$ cat src/hdl/chg_seq_pkg.sv
// Purpose: constants for the charger power-up sequencer
// Assumes: aclk at 10 MHz; all times converted to cycles here
// Notes:   long counts are also top-level parameters so a bench can shorten them
// Summary of operation
// - strict order regulator, qualify, detect, limit, converter
// - regulator on after present, margin, 220 ms
// - any condition false keeps high impedance state
// - qualify: below overvoltage, above minimum, test load
// - pass sets input good flag, interrupt pulse
// - failed qualification retries every 2 seconds
// - each bad adapter check lasts 30 ms
// - input overvoltage drops high side switch fast
// - termination and recharge deglitched 250 ms
// - system over-current opens battery switch after 100 us
// - battery overvoltage disables charge after 1 us
// - safety timer 10 hours when selected
// - top-off 30 minutes for code binary 10
// - wake pin low 0.9-1.3 s exits ship mode
// - wake pin low 8-12 s resets battery switch
// - full reset holds switch off 250-400 ms
// - ship mode entered 10-15 s after request
// - 500 kHz with regulator, 30 kHz without
// - power-on resets registers, enables comparators, interface
// - battery only: switch on, regulator off
// - overload opens switch, sets disable flag, held
// - after detection: interrupt, limit, power good, status
package chg_seq_pkg;
   localparam longint CLK_HZ          = 10000000;
   localparam longint T_BIAS_DLY_MS   = 220;
   localparam longint T_BADSRC_MS     = 30;
   localparam longint T_RETRY_S       = 2;
   localparam longint T_TERM_MS       = 250;
   localparam longint T_SYSOVLD_US    = 100;
   localparam longint T_BATOVP_US     = 1;
   localparam longint T_SAFETY_H      = 10;
   localparam longint T_TOPOFF_MIN    = 30;
   localparam longint T_SHIP_EXIT_MS  = 1000;
   localparam longint T_WAKE_RST_S    = 10;
   localparam longint T_BATRST_MS     = 300;
   localparam longint T_SM_DLY_S      = 12;
   localparam longint T_WDT_S         = 40;
   localparam longint T_DETECT_US     = 10;
   localparam longint F_DIG_HZ        = 500000;
   localparam longint F_LPDIG_HZ      = 30000;
   localparam int     CNT_W           = 40;
   localparam longint C_BIAS_DLY   = T_BIAS_DLY_MS * CLK_HZ / 1000;
   localparam longint C_BADSRC     = T_BADSRC_MS * CLK_HZ / 1000;
   localparam longint C_RETRY      = T_RETRY_S * CLK_HZ;
   localparam longint C_TERM       = T_TERM_MS * CLK_HZ / 1000;
   localparam longint C_SYSOVLD    = T_SYSOVLD_US * CLK_HZ / 1000000;
   localparam longint C_BATOVP     = T_BATOVP_US * CLK_HZ / 1000000;
   localparam longint C_SAFETY     = T_SAFETY_H * 3600 * CLK_HZ;
   localparam longint C_TOPOFF     = T_TOPOFF_MIN * 60 * CLK_HZ;
   localparam longint C_SHIP_EXIT  = T_SHIP_EXIT_MS * CLK_HZ / 1000;
   localparam longint C_WAKE_RST   = T_WAKE_RST_S * CLK_HZ;
   localparam longint C_BATRST     = T_BATRST_MS * CLK_HZ / 1000;
   localparam longint C_SM_DLY     = T_SM_DLY_S * CLK_HZ;
   localparam longint C_WDT        = T_WDT_S * CLK_HZ;
   localparam longint C_DETECT     = T_DETECT_US * CLK_HZ / 1000000;
   localparam longint C_DIV_FAST   = CLK_HZ / (2 * F_DIG_HZ);
   localparam longint C_DIV_SLOW   = CLK_HZ / (2 * F_LPDIG_HZ);
   // register map
   localparam logic [7:0] A_CTRL    = 8'h00;
   localparam logic [7:0] A_STATUS  = 8'h04;
   localparam logic [7:0] A_ILIM    = 8'h08;
   localparam logic [7:0] A_VLIM    = 8'h0C;
   // control bits
   localparam int B_HIGH_IMP = 0;
   localparam int B_CHG_EN   = 1;
   localparam int B_SAFE_SEL = 2;
   localparam int B_TOP_LO   = 3;
   localparam int B_TOP_HI   = 4;
   localparam int B_WD_KICK  = 5;
   localparam int B_SHIP_REQ = 6;
   localparam int B_SYS_RST  = 7;
   localparam int B_WD_EN    = 8;
   localparam logic [31:0] CTRL_RST = 32'h0000_0116;
   localparam logic [7:0]  ILIM_USB = 8'h05;
   localparam logic [7:0]  ILIM_ADP = 8'h18;
   localparam logic [7:0]  VLIM_RST = 8'h2D;
   localparam logic [2:0]  BUS_NONE = 3'h0;
   localparam logic [2:0]  BUS_USB  = 3'h1;
   localparam logic [2:0]  BUS_ADP  = 3'h3;
   localparam logic [1:0]  TOP_30M  = 2'h2;
   typedef enum {S_OFF, S_WAIT, S_QUAL, S_RETRY, S_DETECT, S_VLIM, S_RUN} pwr_state_t;
   typedef enum {Q_IDLE, Q_LOW, Q_DONE} wake_state_t;
endpackage

$ cat src/hdl/charger_power_up_sequencer.sv
// Purpose: power-up ordering, protection deglitch, timers, ship mode, watchdog
// Assumes: comparator inputs are asynchronous; one AXI4-Lite slave for software
// Notes:   digital clock output, a toggling square wave, models the 500 kHz / 30 kHz selection
`timescale 1ns/100ps
`default_nettype none
module charger_power_up_sequencer
   import chg_seq_pkg::*;
#(
   parameter longint P_BIAS_DLY  = C_BIAS_DLY,
   parameter longint P_BADSRC    = C_BADSRC,
   parameter longint P_RETRY     = C_RETRY,
   parameter longint P_TERM      = C_TERM,
   parameter longint P_SAFETY    = C_SAFETY,
   parameter longint P_TOPOFF    = C_TOPOFF,
   parameter longint P_SHIP_EXIT = C_SHIP_EXIT,
   parameter longint P_WAKE_RST  = C_WAKE_RST,
   parameter longint P_BATRST    = C_BATRST,
   parameter longint P_SM_DLY    = C_SM_DLY,
   parameter longint P_WDT       = C_WDT,
   parameter longint P_DIV_SLOW  = C_DIV_SLOW
) (
   input  wire logic        aclk,
   input  wire logic        aresetn,
   input  wire logic [7:0]  s_axi_awaddr,
   input  wire logic        s_axi_awvalid,
   output logic             s_axi_awready,
   input  wire logic [31:0] s_axi_wdata,
   input  wire logic [3:0]  s_axi_wstrb,
   input  wire logic        s_axi_wvalid,
   output logic             s_axi_wready,
   output logic [1:0]       s_axi_bresp,
   output logic             s_axi_bvalid,
   input  wire logic        s_axi_bready,
   input  wire logic [7:0]  s_axi_araddr,
   input  wire logic        s_axi_arvalid,
   output logic             s_axi_arready,
   output logic [31:0]      s_axi_rdata,
   output logic [1:0]       s_axi_rresp,
   output logic             s_axi_rvalid,
   input  wire logic        s_axi_rready,
   input  wire logic        input_present,
   input  wire logic        input_above_bat,
   input  wire logic        boost_mode,
   input  wire logic        bus_below_bat,
   input  wire logic        input_overvoltage,
   input  wire logic        bus_above_min,
   input  wire logic        bat_above_depletion,
   input  wire logic        port_select,
   input  wire logic        term_cond,
   input  wire logic        rechg_cond,
   input  wire logic        sys_overcurrent,
   input  wire logic        bat_overvoltage,
   input  wire logic        bat_overload,
   input  wire logic        ship_mode_wake_pin_n,
   output logic             bias_regulator_en,
   output logic             high_impedance_state,
   output logic             test_load_en,
   output logic             converter_en,
   output logic             high_side_switch_en,
   output logic             battery_switch,
   output logic             charge_en,
   output logic             host_int_n,
   output logic             dig_clk_tick,
   output logic             safety_expired,
   output logic             charge_done
);
   localparam int NSYNC = 14;
   // ------------------------------------------------------------
   // input synchronisers: three flops, change taken on 2nd==3rd
   // ------------------------------------------------------------
   logic [NSYNC-1:0] raw, s1_q, s2_q, s3_q, in_q;
   assign raw = {input_present, input_above_bat, boost_mode, bus_below_bat,
                 input_overvoltage, bus_above_min, bat_above_depletion, port_select,
                 term_cond, rechg_cond, sys_overcurrent, bat_overvoltage,
                 bat_overload, ship_mode_wake_pin_n};
   always_ff @(posedge aclk) begin
      if (!aresetn) begin
         s1_q <= 14'h0001;
         s2_q <= 14'h0001;
         s3_q <= 14'h0001;
         in_q <= 14'h0001;
      end else begin
         s1_q <= raw;
         s2_q <= s1_q;
         s3_q <= s2_q;
         for (int i = 0; i < NSYNC; i++)
            if (s2_q[i] == s3_q[i]) in_q[i] <= s3_q[i];
      end
   end
   logic vpres, vabove, boost, bbelow, vov, bmin, bdpl, psel, term, rechg;
   logic sysoc, batov, ovld, wake_n;
   assign {vpres, vabove, boost, bbelow, vov, bmin, bdpl, psel, term, rechg,
           sysoc, batov, ovld, wake_n} = in_q;

   // ------------------------------------------------------------
   // register file and AXI4-Lite slave
   // ------------------------------------------------------------
   logic [31:0] ctrl_q;
   logic [7:0]  ilim_q, vlim_q;
   logic [2:0]  bus_stat_q;
   logic        input_good_flag_q, power_good_bit_q, battery_switch_disable_flag_q;
   logic        wd_fault_q, term_q, rechg_q, batov_q, sysoc_q;
   logic        aw_q, w_q;
   logic [7:0]  awaddr_q;
   logic [31:0] wdata_q;
   logic [3:0]  wstrb_q;
   logic        wr_go, wd_kick, ship_req, sys_rst_req, ilim_wr;
   assign s_axi_awready = !aw_q && !s_axi_bvalid;
   assign s_axi_wready  = !w_q && !s_axi_bvalid;
   assign wr_go = aw_q && w_q && !s_axi_bvalid;
   assign s_axi_arready = !s_axi_rvalid;
   assign s_axi_bresp = (awaddr_q <= A_VLIM && awaddr_q[1:0] == 2'h0) ? 2'h0 : 2'h2;
   always_ff @(posedge aclk) begin
      if (!aresetn) begin
         aw_q <= 1'b0;
         w_q <= 1'b0;
         awaddr_q <= '0;
         wdata_q <= '0;
         wstrb_q <= '0;
         s_axi_bvalid <= 1'b0;
      end else begin
         if (s_axi_awvalid && s_axi_awready) begin
            aw_q <= 1'b1;
            awaddr_q <= s_axi_awaddr;
         end
         if (s_axi_wvalid && s_axi_wready) begin
            w_q <= 1'b1;
            wdata_q <= s_axi_wdata;
            wstrb_q <= s_axi_wstrb;
         end
         if (wr_go) begin
            aw_q <= 1'b0;
            w_q <= 1'b0;
            s_axi_bvalid <= 1'b1;
         end else if (s_axi_bready) begin
            s_axi_bvalid <= 1'b0;
         end
      end
   end
   // self-clearing command bits: kick, ship request, full reset
   assign wd_kick     = wr_go && awaddr_q == A_CTRL && wstrb_q[0] && wdata_q[B_WD_KICK];
   assign ship_req    = wr_go && awaddr_q == A_CTRL && wstrb_q[0] && wdata_q[B_SHIP_REQ];
   assign sys_rst_req = wr_go && awaddr_q == A_CTRL && wstrb_q[0] && wdata_q[B_SYS_RST];
   assign ilim_wr     = wr_go && awaddr_q == A_ILIM && wstrb_q[0];
   always_ff @(posedge aclk) begin
      if (!aresetn || wd_fault_q) begin
         ctrl_q <= CTRL_RST;
         vlim_q <= VLIM_RST;
      end else if (wr_go) begin
         for (int b = 0; b < 4; b++)
            if (awaddr_q == A_CTRL && wstrb_q[b]) ctrl_q[b*8 +: 8] <= wdata_q[b*8 +: 8];
         if (awaddr_q == A_VLIM && wstrb_q[0]) vlim_q <= wdata_q[7:0];
      end
   end
   logic [31:0] status_w;
   assign status_w = {16'h0, 3'h0, sysoc_q, batov_q, rechg_q, term_q, wd_fault_q,
                      battery_switch_disable_flag_q, power_good_bit_q,
                      input_good_flag_q, bus_stat_q, 2'h0};
   always_ff @(posedge aclk) begin
      if (!aresetn) begin
         s_axi_rvalid <= 1'b0;
         s_axi_rdata <= '0;
         s_axi_rresp <= 2'h0;
      end else if (s_axi_arvalid && s_axi_arready) begin
         s_axi_rvalid <= 1'b1;
         s_axi_rresp <= 2'h0;
         case (s_axi_araddr)
            A_CTRL:   s_axi_rdata <= {ctrl_q[31:8], ctrl_q[7:5] & 3'h0, ctrl_q[4:0]};
            A_STATUS: s_axi_rdata <= status_w;
            A_ILIM:   s_axi_rdata <= {24'h0, ilim_q};
            A_VLIM:   s_axi_rdata <= {24'h0, vlim_q};
            default: begin
               s_axi_rdata <= '0;
               s_axi_rresp <= 2'h2;
            end
         endcase
      end else if (s_axi_rready) begin
         s_axi_rvalid <= 1'b0;
      end
   end

   // ------------------------------------------------------------
   // power-up sequence from input source
   // ------------------------------------------------------------
   pwr_state_t st_q;
   logic [CNT_W-1:0] seq_cnt_q;
   logic bias_ok, int_pulse;
   // margin test flips with direction of power flow
   assign bias_ok = vpres && (boost ? bbelow : vabove) && !ctrl_q[B_HIGH_IMP];
   assign int_pulse = (st_q == S_QUAL && seq_cnt_q == CNT_W'(P_BADSRC - 1) && !vov && bmin)
                    || (st_q == S_DETECT && seq_cnt_q == CNT_W'(C_DETECT - 1));
   always_ff @(posedge aclk) begin
      if (!aresetn) begin
         st_q <= S_OFF;
         seq_cnt_q <= '0;
         input_good_flag_q <= 1'b0;
         power_good_bit_q <= 1'b0;
         bus_stat_q <= BUS_NONE;
         host_int_n <= 1'b1;
      end else begin
         host_int_n <= !int_pulse;
         seq_cnt_q <= seq_cnt_q + 1'b1;
         if (!bias_ok) begin
            st_q <= S_OFF;
            seq_cnt_q <= '0;
            input_good_flag_q <= 1'b0;
            power_good_bit_q <= 1'b0;
            bus_stat_q <= BUS_NONE;
         end else begin
            case (st_q)
               S_OFF: begin
                  st_q <= S_WAIT;
                  seq_cnt_q <= '0;
               end
               S_WAIT: if (seq_cnt_q == CNT_W'(P_BIAS_DLY - 1)) begin
                  st_q <= S_QUAL;
                  seq_cnt_q <= '0;
               end
               S_QUAL: if (seq_cnt_q == CNT_W'(P_BADSRC - 1)) begin
                  seq_cnt_q <= '0;
                  if (!vov && bmin) begin
                     input_good_flag_q <= 1'b1;
                     st_q <= S_DETECT;
                  end else begin
                     st_q <= S_RETRY;
                  end
               end
               S_RETRY: if (seq_cnt_q == CNT_W'(P_RETRY - P_BADSRC - 1)) begin
                  st_q <= S_QUAL;
                  seq_cnt_q <= '0;
               end
               S_DETECT: if (seq_cnt_q == CNT_W'(C_DETECT - 1)) begin
                  power_good_bit_q <= 1'b1;
                  bus_stat_q <= psel ? BUS_USB : BUS_ADP;
                  st_q <= S_VLIM;
               end
               S_VLIM: st_q <= S_RUN;
               S_RUN: seq_cnt_q <= '0;
               default: st_q <= S_OFF;
            endcase
         end
      end
   end
   always_ff @(posedge aclk) begin
      if (!aresetn || wd_fault_q) ilim_q <= ILIM_USB;
      else if (ilim_wr) ilim_q <= wdata_q[7:0];
      else if (st_q == S_DETECT && seq_cnt_q == CNT_W'(C_DETECT - 1))
         ilim_q <= psel ? ILIM_USB : ILIM_ADP;
   end
   assign bias_regulator_en = st_q != S_OFF && st_q != S_WAIT;
   assign high_impedance_state = !bias_regulator_en;
   assign test_load_en = st_q == S_QUAL;
   assign converter_en = st_q == S_RUN;
   // raw pin bypasses the synchroniser: 200 ns is two clocks
   assign high_side_switch_en = converter_en && !input_overvoltage;

   // ------------------------------------------------------------
   // deglitch timers
   // ------------------------------------------------------------
   logic [CNT_W-1:0] term_cnt_q, rechg_cnt_q, soc_cnt_q, bov_cnt_q;
   always_ff @(posedge aclk) begin
      if (!aresetn) begin
         term_cnt_q <= '0;
         rechg_cnt_q <= '0;
         soc_cnt_q <= '0;
         bov_cnt_q <= '0;
         term_q <= 1'b0;
         rechg_q <= 1'b0;
         sysoc_q <= 1'b0;
         batov_q <= 1'b0;
      end else begin
         term_cnt_q  <= !term ? '0 : (term_q ? term_cnt_q : term_cnt_q + 1'b1);
         rechg_cnt_q <= !rechg ? '0 : (rechg_q ? rechg_cnt_q : rechg_cnt_q + 1'b1);
         soc_cnt_q   <= !sysoc ? '0 : (sysoc_q ? soc_cnt_q : soc_cnt_q + 1'b1);
         bov_cnt_q   <= !batov ? '0 : (batov_q ? bov_cnt_q : bov_cnt_q + 1'b1);
         term_q  <= term && (term_q || term_cnt_q == CNT_W'(P_TERM - 1));
         rechg_q <= rechg && (rechg_q || rechg_cnt_q == CNT_W'(P_TERM - 1));
         sysoc_q <= sysoc && (sysoc_q || soc_cnt_q == CNT_W'(C_SYSOVLD - 1));
         batov_q <= batov && (batov_q || bov_cnt_q == CNT_W'(C_BATOVP - 1));
      end
   end

   // ------------------------------------------------------------
   // charge safety and top-off timers
   // ------------------------------------------------------------
   logic [CNT_W-1:0] safe_cnt_q, top_cnt_q;
   logic charging;
   assign charging = converter_en && ctrl_q[B_CHG_EN] && !batov_q && !safety_expired
                     && !charge_done && battery_switch;
   always_ff @(posedge aclk) begin
      if (!aresetn || !converter_en || rechg_q) begin
         safe_cnt_q <= '0;
         top_cnt_q <= '0;
         safety_expired <= 1'b0;
         charge_done <= 1'b0;
      end else begin
         if (charging && ctrl_q[B_SAFE_SEL]) safe_cnt_q <= safe_cnt_q + 1'b1;
         if (safe_cnt_q == CNT_W'(P_SAFETY - 1)) safety_expired <= 1'b1;
         if (term_q && ctrl_q[B_TOP_HI:B_TOP_LO] == TOP_30M) top_cnt_q <= top_cnt_q + 1'b1;
         if (term_q && ctrl_q[B_TOP_HI:B_TOP_LO] != TOP_30M) charge_done <= 1'b1;
         if (top_cnt_q == CNT_W'(P_TOPOFF - 1)) charge_done <= 1'b1;
      end
   end
   assign charge_en = charging;

   // ------------------------------------------------------------
   // battery switch: ship mode, wake pin, full reset, overload
   // ------------------------------------------------------------
   wake_state_t wk_q;
   logic [CNT_W-1:0] wake_cnt_q, sm_cnt_q, rst_cnt_q;
   logic ship_pend_q, ship_q, rst_hold_q;
   always_ff @(posedge aclk) begin
      if (!aresetn) begin
         wk_q <= Q_IDLE;
         wake_cnt_q <= '0;
         sm_cnt_q <= '0;
         rst_cnt_q <= '0;
         ship_pend_q <= 1'b0;
         ship_q <= 1'b0;
         rst_hold_q <= 1'b0;
         battery_switch_disable_flag_q <= 1'b0;
      end else begin
         if (ship_req) ship_pend_q <= 1'b1;
         if (ship_pend_q) sm_cnt_q <= sm_cnt_q + 1'b1;
         if (ship_pend_q && sm_cnt_q == CNT_W'(P_SM_DLY - 1)) begin
            ship_q <= 1'b1;
            ship_pend_q <= 1'b0;
            sm_cnt_q <= '0;
         end
         case (wk_q)
            Q_IDLE: if (!wake_n) begin
               wk_q <= Q_LOW;
               wake_cnt_q <= '0;
            end
            Q_LOW: begin
               wake_cnt_q <= wake_cnt_q + 1'b1;
               if (wake_n) wk_q <= Q_IDLE;
               if (wake_cnt_q == CNT_W'(P_SHIP_EXIT - 1)) begin
                  ship_q <= 1'b0;
                  ship_pend_q <= 1'b0;
                  battery_switch_disable_flag_q <= 1'b0;
               end
               if (wake_cnt_q == CNT_W'(P_WAKE_RST - 1)) begin
                  rst_hold_q <= 1'b1;
                  rst_cnt_q <= '0;
                  wk_q <= Q_DONE;
               end
            end
            Q_DONE: if (wake_n) wk_q <= Q_IDLE;
            default: wk_q <= Q_IDLE;
         endcase
         if (sys_rst_req) begin
            rst_hold_q <= 1'b1;
            rst_cnt_q <= '0;
         end
         if (rst_hold_q) begin
            rst_cnt_q <= rst_cnt_q + 1'b1;
            if (rst_cnt_q == CNT_W'(P_BATRST - 1)) rst_hold_q <= 1'b0;
         end
         if (st_q == S_VLIM) battery_switch_disable_flag_q <= 1'b0;
         if (ovld || sysoc_q) battery_switch_disable_flag_q <= 1'b1;
      end
   end
   // battery alone above depletion keeps the switch closed
   assign battery_switch = (bdpl || converter_en) && !ship_q && !rst_hold_q
                           && !battery_switch_disable_flag_q && !ovld;

   // ------------------------------------------------------------
   // watchdog and digital clock selection
   // ------------------------------------------------------------
   logic [CNT_W-1:0] wd_cnt_q, div_cnt_q, div_lim;
   always_ff @(posedge aclk) begin
      if (!aresetn || wd_kick || !ctrl_q[B_WD_EN]) begin
         wd_cnt_q <= '0;
         wd_fault_q <= !aresetn ? 1'b1 : 1'b0;
      end else begin
         wd_fault_q <= 1'b0;
         wd_cnt_q <= wd_cnt_q + 1'b1;
         if (wd_cnt_q == CNT_W'(P_WDT - 1)) begin
            wd_fault_q <= 1'b1;
            wd_cnt_q <= '0;
         end
      end
   end
   assign div_lim = bias_regulator_en ? CNT_W'(C_DIV_FAST - 1) : CNT_W'(P_DIV_SLOW - 1);
   always_ff @(posedge aclk) begin
      if (!aresetn) begin
         div_cnt_q <= '0;
         dig_clk_tick <= 1'b0;
      end else if (div_cnt_q >= div_lim) begin
         div_cnt_q <= '0;
         dig_clk_tick <= !dig_clk_tick;
      end else begin
         div_cnt_q <= div_cnt_q + 1'b1;
      end
   end
endmodule // charger_power_up_sequencer
`default_nettype wire

$ cat config.mk
export PLATFORM = sky130hd
export DESIGN_NAME = charger_power_up_sequencer
export DESIGN_NICKNAME = d
export VERILOG_FILES = /design/src/hdl/chg_seq_pkg.sv /design/src/hdl/charger_power_up_sequencer.sv
export SDC_FILE = /design/constraint.sdc
export NUM_CORES = 1
export LEC_CHECK = 0
export BUFFER_PORTS_ARGS = -buffer_cell sky130_fd_sc_hd__buf_2
export CAP_MARGIN = 10
export CORE_ASPECT_RATIO = 1.75
export CORE_MARGIN = 2
export CORE_UTILIZATION = 50
export DETAILED_ROUTE_END_ITERATION = 7
export PLACE_DENSITY = 0.72
export SLEW_MARGIN = 20
export SYNTH_ARGS = -nofsm -noshare
export SYNTH_HDL_FRONTEND = slang
export SYNTH_SLANG_ARGS = --single-unit
export TNS_END_PERCENT = 50
$ cat constraint.sdc
create_clock -name aclk -period 4.2 [get_ports aclk]
set_clock_uncertainty 0.05 [all_clocks]
set_input_delay 0.63 -clock aclk [delete_from_list [all_inputs] [get_ports aclk]]
set_output_delay 0.63 -clock aclk [all_outputs]
set_load 0.02 [all_outputs]
==> flow_summary_export.csv <==
group,metric,value,unit
clocking,clk_root_buffer_cell,"clkbuf_16",
drt,routed_wl,74700,µm
final_layout,layout.nets,3760,
logic_synthesis,ys_async_sr_fraction,0,%
final_layout,postLayoutCoreUtil,56.6,%
drt,drt-initial-drc-count,1729,
logic_synthesis,avgSynthCellArea,8.67,µm²
power_and_ir_drop,finalPower,13.4,mW
grt,overflow,0,
worst_hold_path,hold_depth,2,
power_and_ir_drop,ir_drop,0.317,mV
setup_path,cp_cell_sequence,"nor4_1, nand3_1, inv_1, buf_2",
clocking,cts.htree.levels,3,
setup_path,timing.rr.start,"awaddr_q[1]",
die,die_w,192,µm
power_and_ir_drop,power.leakage,11.2,nW
worst_hold_path,hold_path.class,"in2reg",
setup_path,endpoint_kind,"primary output",
clocking,clk_pin_slew,0.06,ns
setup_path,critical-path-top-delay-family,"simple AND/OR/NAND/NOR gates",
logic_synthesis,synthMuxAreaShare,2.20,%
final_layout,syn_to_final_growth,12.1,%
logic_synthesis,ys_ff_latch,713,
clocking,cts_buffer_depth,3,
job,maxCapViolCount,0,
logic_synthesis,synth_area_leader_cell,"dfxtp_1",
grt,track_usage,23.3,%
clocking,cts_tree,"built",
logic_synthesis,synthesis.instances,3560,
setup_path,path_max_fanout,6,
setup_path,timing.rr.end,"rst_hold_q",
setup_path,startpoint_type,"flop",
final_layout,final_cell_mix,"dfxtp_1 (713), nor2_1 (394), nand2_1 (290), a21oi_1 (245), nand3_1 (169)",
timing,fin_ws,1.09,ns
die,num_io_pins,125,
logic_synthesis,synthXorXnorAreaFrac,7.75,%
setup_path,path_depth,4,
drt,postRouteAntennaNets,0,
clocking,insertion_delay,0.63,ns
setup_path,crit_start,"battery_switch_disable_flag_q",
logic_synthesis,synth_edf_count,0,
logic_synthesis,synth_compound_area_share,10.3,%
timing,fmax,0.322,GHz
logic_synthesis,yosys_warnings,0,
setup_path,cp_slowest_cell,"nor4_1",
setup_path,reg2reg_depth,5,
logic_synthesis,synthSimpleGateAreaFrac,29.6,%
clocking,cts_repair_resize_count,0,
worst_hold_path,holdPathEnd,"s1_q[5]",
timing,rsz0062_at_grt,"false",
logic_synthesis,yosysTopAreaCellShare,46.3,%
logic_synthesis,ys_seq_area_share,46.3,%
power_and_ir_drop,power_density,389,nW/µm²
final_layout,mostFrequentLayoutCell,"dfxtp_1",
grt,antenna_found_initial,3,
placement,dp_hpwl,51700,µm
timing,hold_viol,0,
timing,period_needed,3.11,ns
setup_path,r2r_slack,1.26,ns
drt,drc_errors,0,
placement,finalWeightedCongestion,0.863,
setup_path,critPathRequiredTime,3.52,ns
timing,slew_viol_final,0,
logic_synthesis,synth_top_family_by_area,"simple AND/OR/NAND/NOR gates",
logic_synthesis,yosysUniqueCellTypes,83,
placement,numPortBuffers,122,
timing,setup_tns,0,ns
timing,worst_pin_slew,1.04,ns
die,chipHeight,333,µm
setup_path,crit_buf_inv,2,
logic_synthesis,synth_flop_cell,"dfxtp_1",
grt,grt_pass1_wl,123000,µm
drt,via_count,26261,
drt,via_per_inst,5.82,
placement,dpl_worst_slack,1.17,ns
placement,dpl.cell_count,4395,
grt,grt_max_degree,106,
clocking,cts_setup_buffers,0,
die,fp.coreArea,61100,µm²
timing,maxSlewHeadroom,30.3,%
clocking,cts.sinks,713,
drt,dr.pass1.iters,5,
clocking,ctsHoldBuffers,0,
die,initial_utilization,50.5,%
die,die_area,63800,µm²
logic_synthesis,synthesis.area,30900,µm²
die,rows,120,
logic_synthesis,synth_area_leaders,"dfxtp_1 (46%), nor2_1 (4.8%), a21oi_1 (4.0%), xnor2_1 (3.9%), xor2_1 (3.8%)",
logic_synthesis,synth_adder_area_share,0.681,%
final_layout,drive_gt1_share,8.77,%
setup_path,cpPeakStageDelay,0.71,ns
worst_hold_path,min_from,"term_cond",
timing,post-route-period-util,73.9,%
timing,finalSetupViolCount,0,
status,status,"completed",
final_layout,instances_no_fill,4513,
setup_path,path_class,"reg2out",
drt,wire_per_inst,16.6,µm
setup_path,crit_arrival,2.43,ns
grt,grt_pass1_vias,25174,
clocking,cts_buffers,67,
==> routing by layer <==
layer / share of wire (%) / routed length (µm) / vias up / track usage (%)
met4: 3.8 / 2830 / 0 / 10.6
met1: 40 / 29900 / 12566 / 26.0
met2: 52 / 38900 / 546 / 42.6
li1: - / - / 12984 / -
met5: 0 / 0 / - / 0
met3: 4.1 / 3090 / 165 / 3.60
==> cell type report <==
cell class / instances / area [µm²]
inverters: 71 / 269
fillers: 5553 / 26500
repair buffers: 165 / 958
diodes: 2 / 5.00
flip-flops and latches: 713 / 14300
well taps: 793 / 992
clock inverters: 23 / 317
clock buffers: 93 / 1920
multi-input cells: 2653 / 15900
==> per-stage QoR <==
step                      hold WS [ns]  area [µm²]
after floorplan                  0.336       31100
after global placement           0.356       32400
after detailed placement         0.359       32400
after CTS                        0.145       34600
after global routing             0.171       34600
final                            0.173       34600
==> where the power goes <==
part | leakage (nW) | internal (mW) | switching [mW]
Sequential | 5.78 | 6.85 | 0.0481
Clock | 1.10 | 3.58 | 2.67
Combinational | 4.33 | 0.0934 | 0.198
==> worst register-to-register path, delay by kind of cell (launching register included) <==
kind	cells	cell delay (ns)
AND/OR/NAND/NOR	4	2.16
flip-flops	1	0.31
AO/OA/AOI/OAI	1	0.26
==> cells in the mapped netlist (14+ instances only) <==
| cell | number |
|---|---|
| nand2b_1 | 27 |
| nand3_1 | 169 |
| nand4b_1 | 14 |
| mux2i_1 | 51 |
| o211ai_1 | 20 |
| a21oi_1 | 245 |
| xor2_1 | 134 |
| and2_1 | 65 |
| and3_1 | 68 |
| a31oi_1 | 15 |
| nand4_1 | 163 |
| and4_1 | 52 |
| or3_1 | 80 |
| a22oi_1 | 32 |
| ha_1 | 16 |
| clkbuf_1 | 156 |
| xnor2_1 | 139 |
| buf_2 | 14 |
| nor2_1 | 394 |
| or4_1 | 77 |
| inv_1 | 69 |
| nor3_1 | 80 |
| a311oi_1 | 16 |
| nand2_1 | 290 |
| dfxtp_1 | 713 |
| nor4_1 | 147 |
| o31ai_1 | 44 |
| nor4b_1 | 22 |
| o21ai_0 | 94 |
==> registers in the layout (all words and copies together) (netlist names), 14 cells and up <==
name         count
bov_cnt_q       40
ctrl_q          29
div_cnt_q       40
in_q            14
rechg_cnt_q     40
rst_cnt_q       40
s1_q            14
s2_q            14
s3_q            14
s_axi_rdata     32
safe_cnt_q      40
seq_cnt_q       40
sm_cnt_q        40
soc_cnt_q       40
term_cnt_q      40
top_cnt_q       40
wake_cnt_q      40
wd_cnt_q        40
wdata_q         32
wk_q            32
==> how the worst max path moves through the flow <==
stage                             to  slack (ns)
after global placement    rst_hold_q        1.15
after floorplan            ilim_q[0]        1.66
after detailed placement  rst_hold_q        1.17
after CTS                  charge_en        1.04
after global routing       charge_en        0.79
final                      charge_en        1.09
==> logic make-up after synthesis <==
kind of cell | Yosys count
AO/OA/AOI/OAI | 526
buffers and inverters | 257
other | 1
flip-flops | 713
multiplexers | 64
AND/OR/NAND/NOR | 1709
XOR/XNOR | 273
adder cells (fa/ha/maj) | 17
No activity file was read; power rests on OpenSTA's default activity.
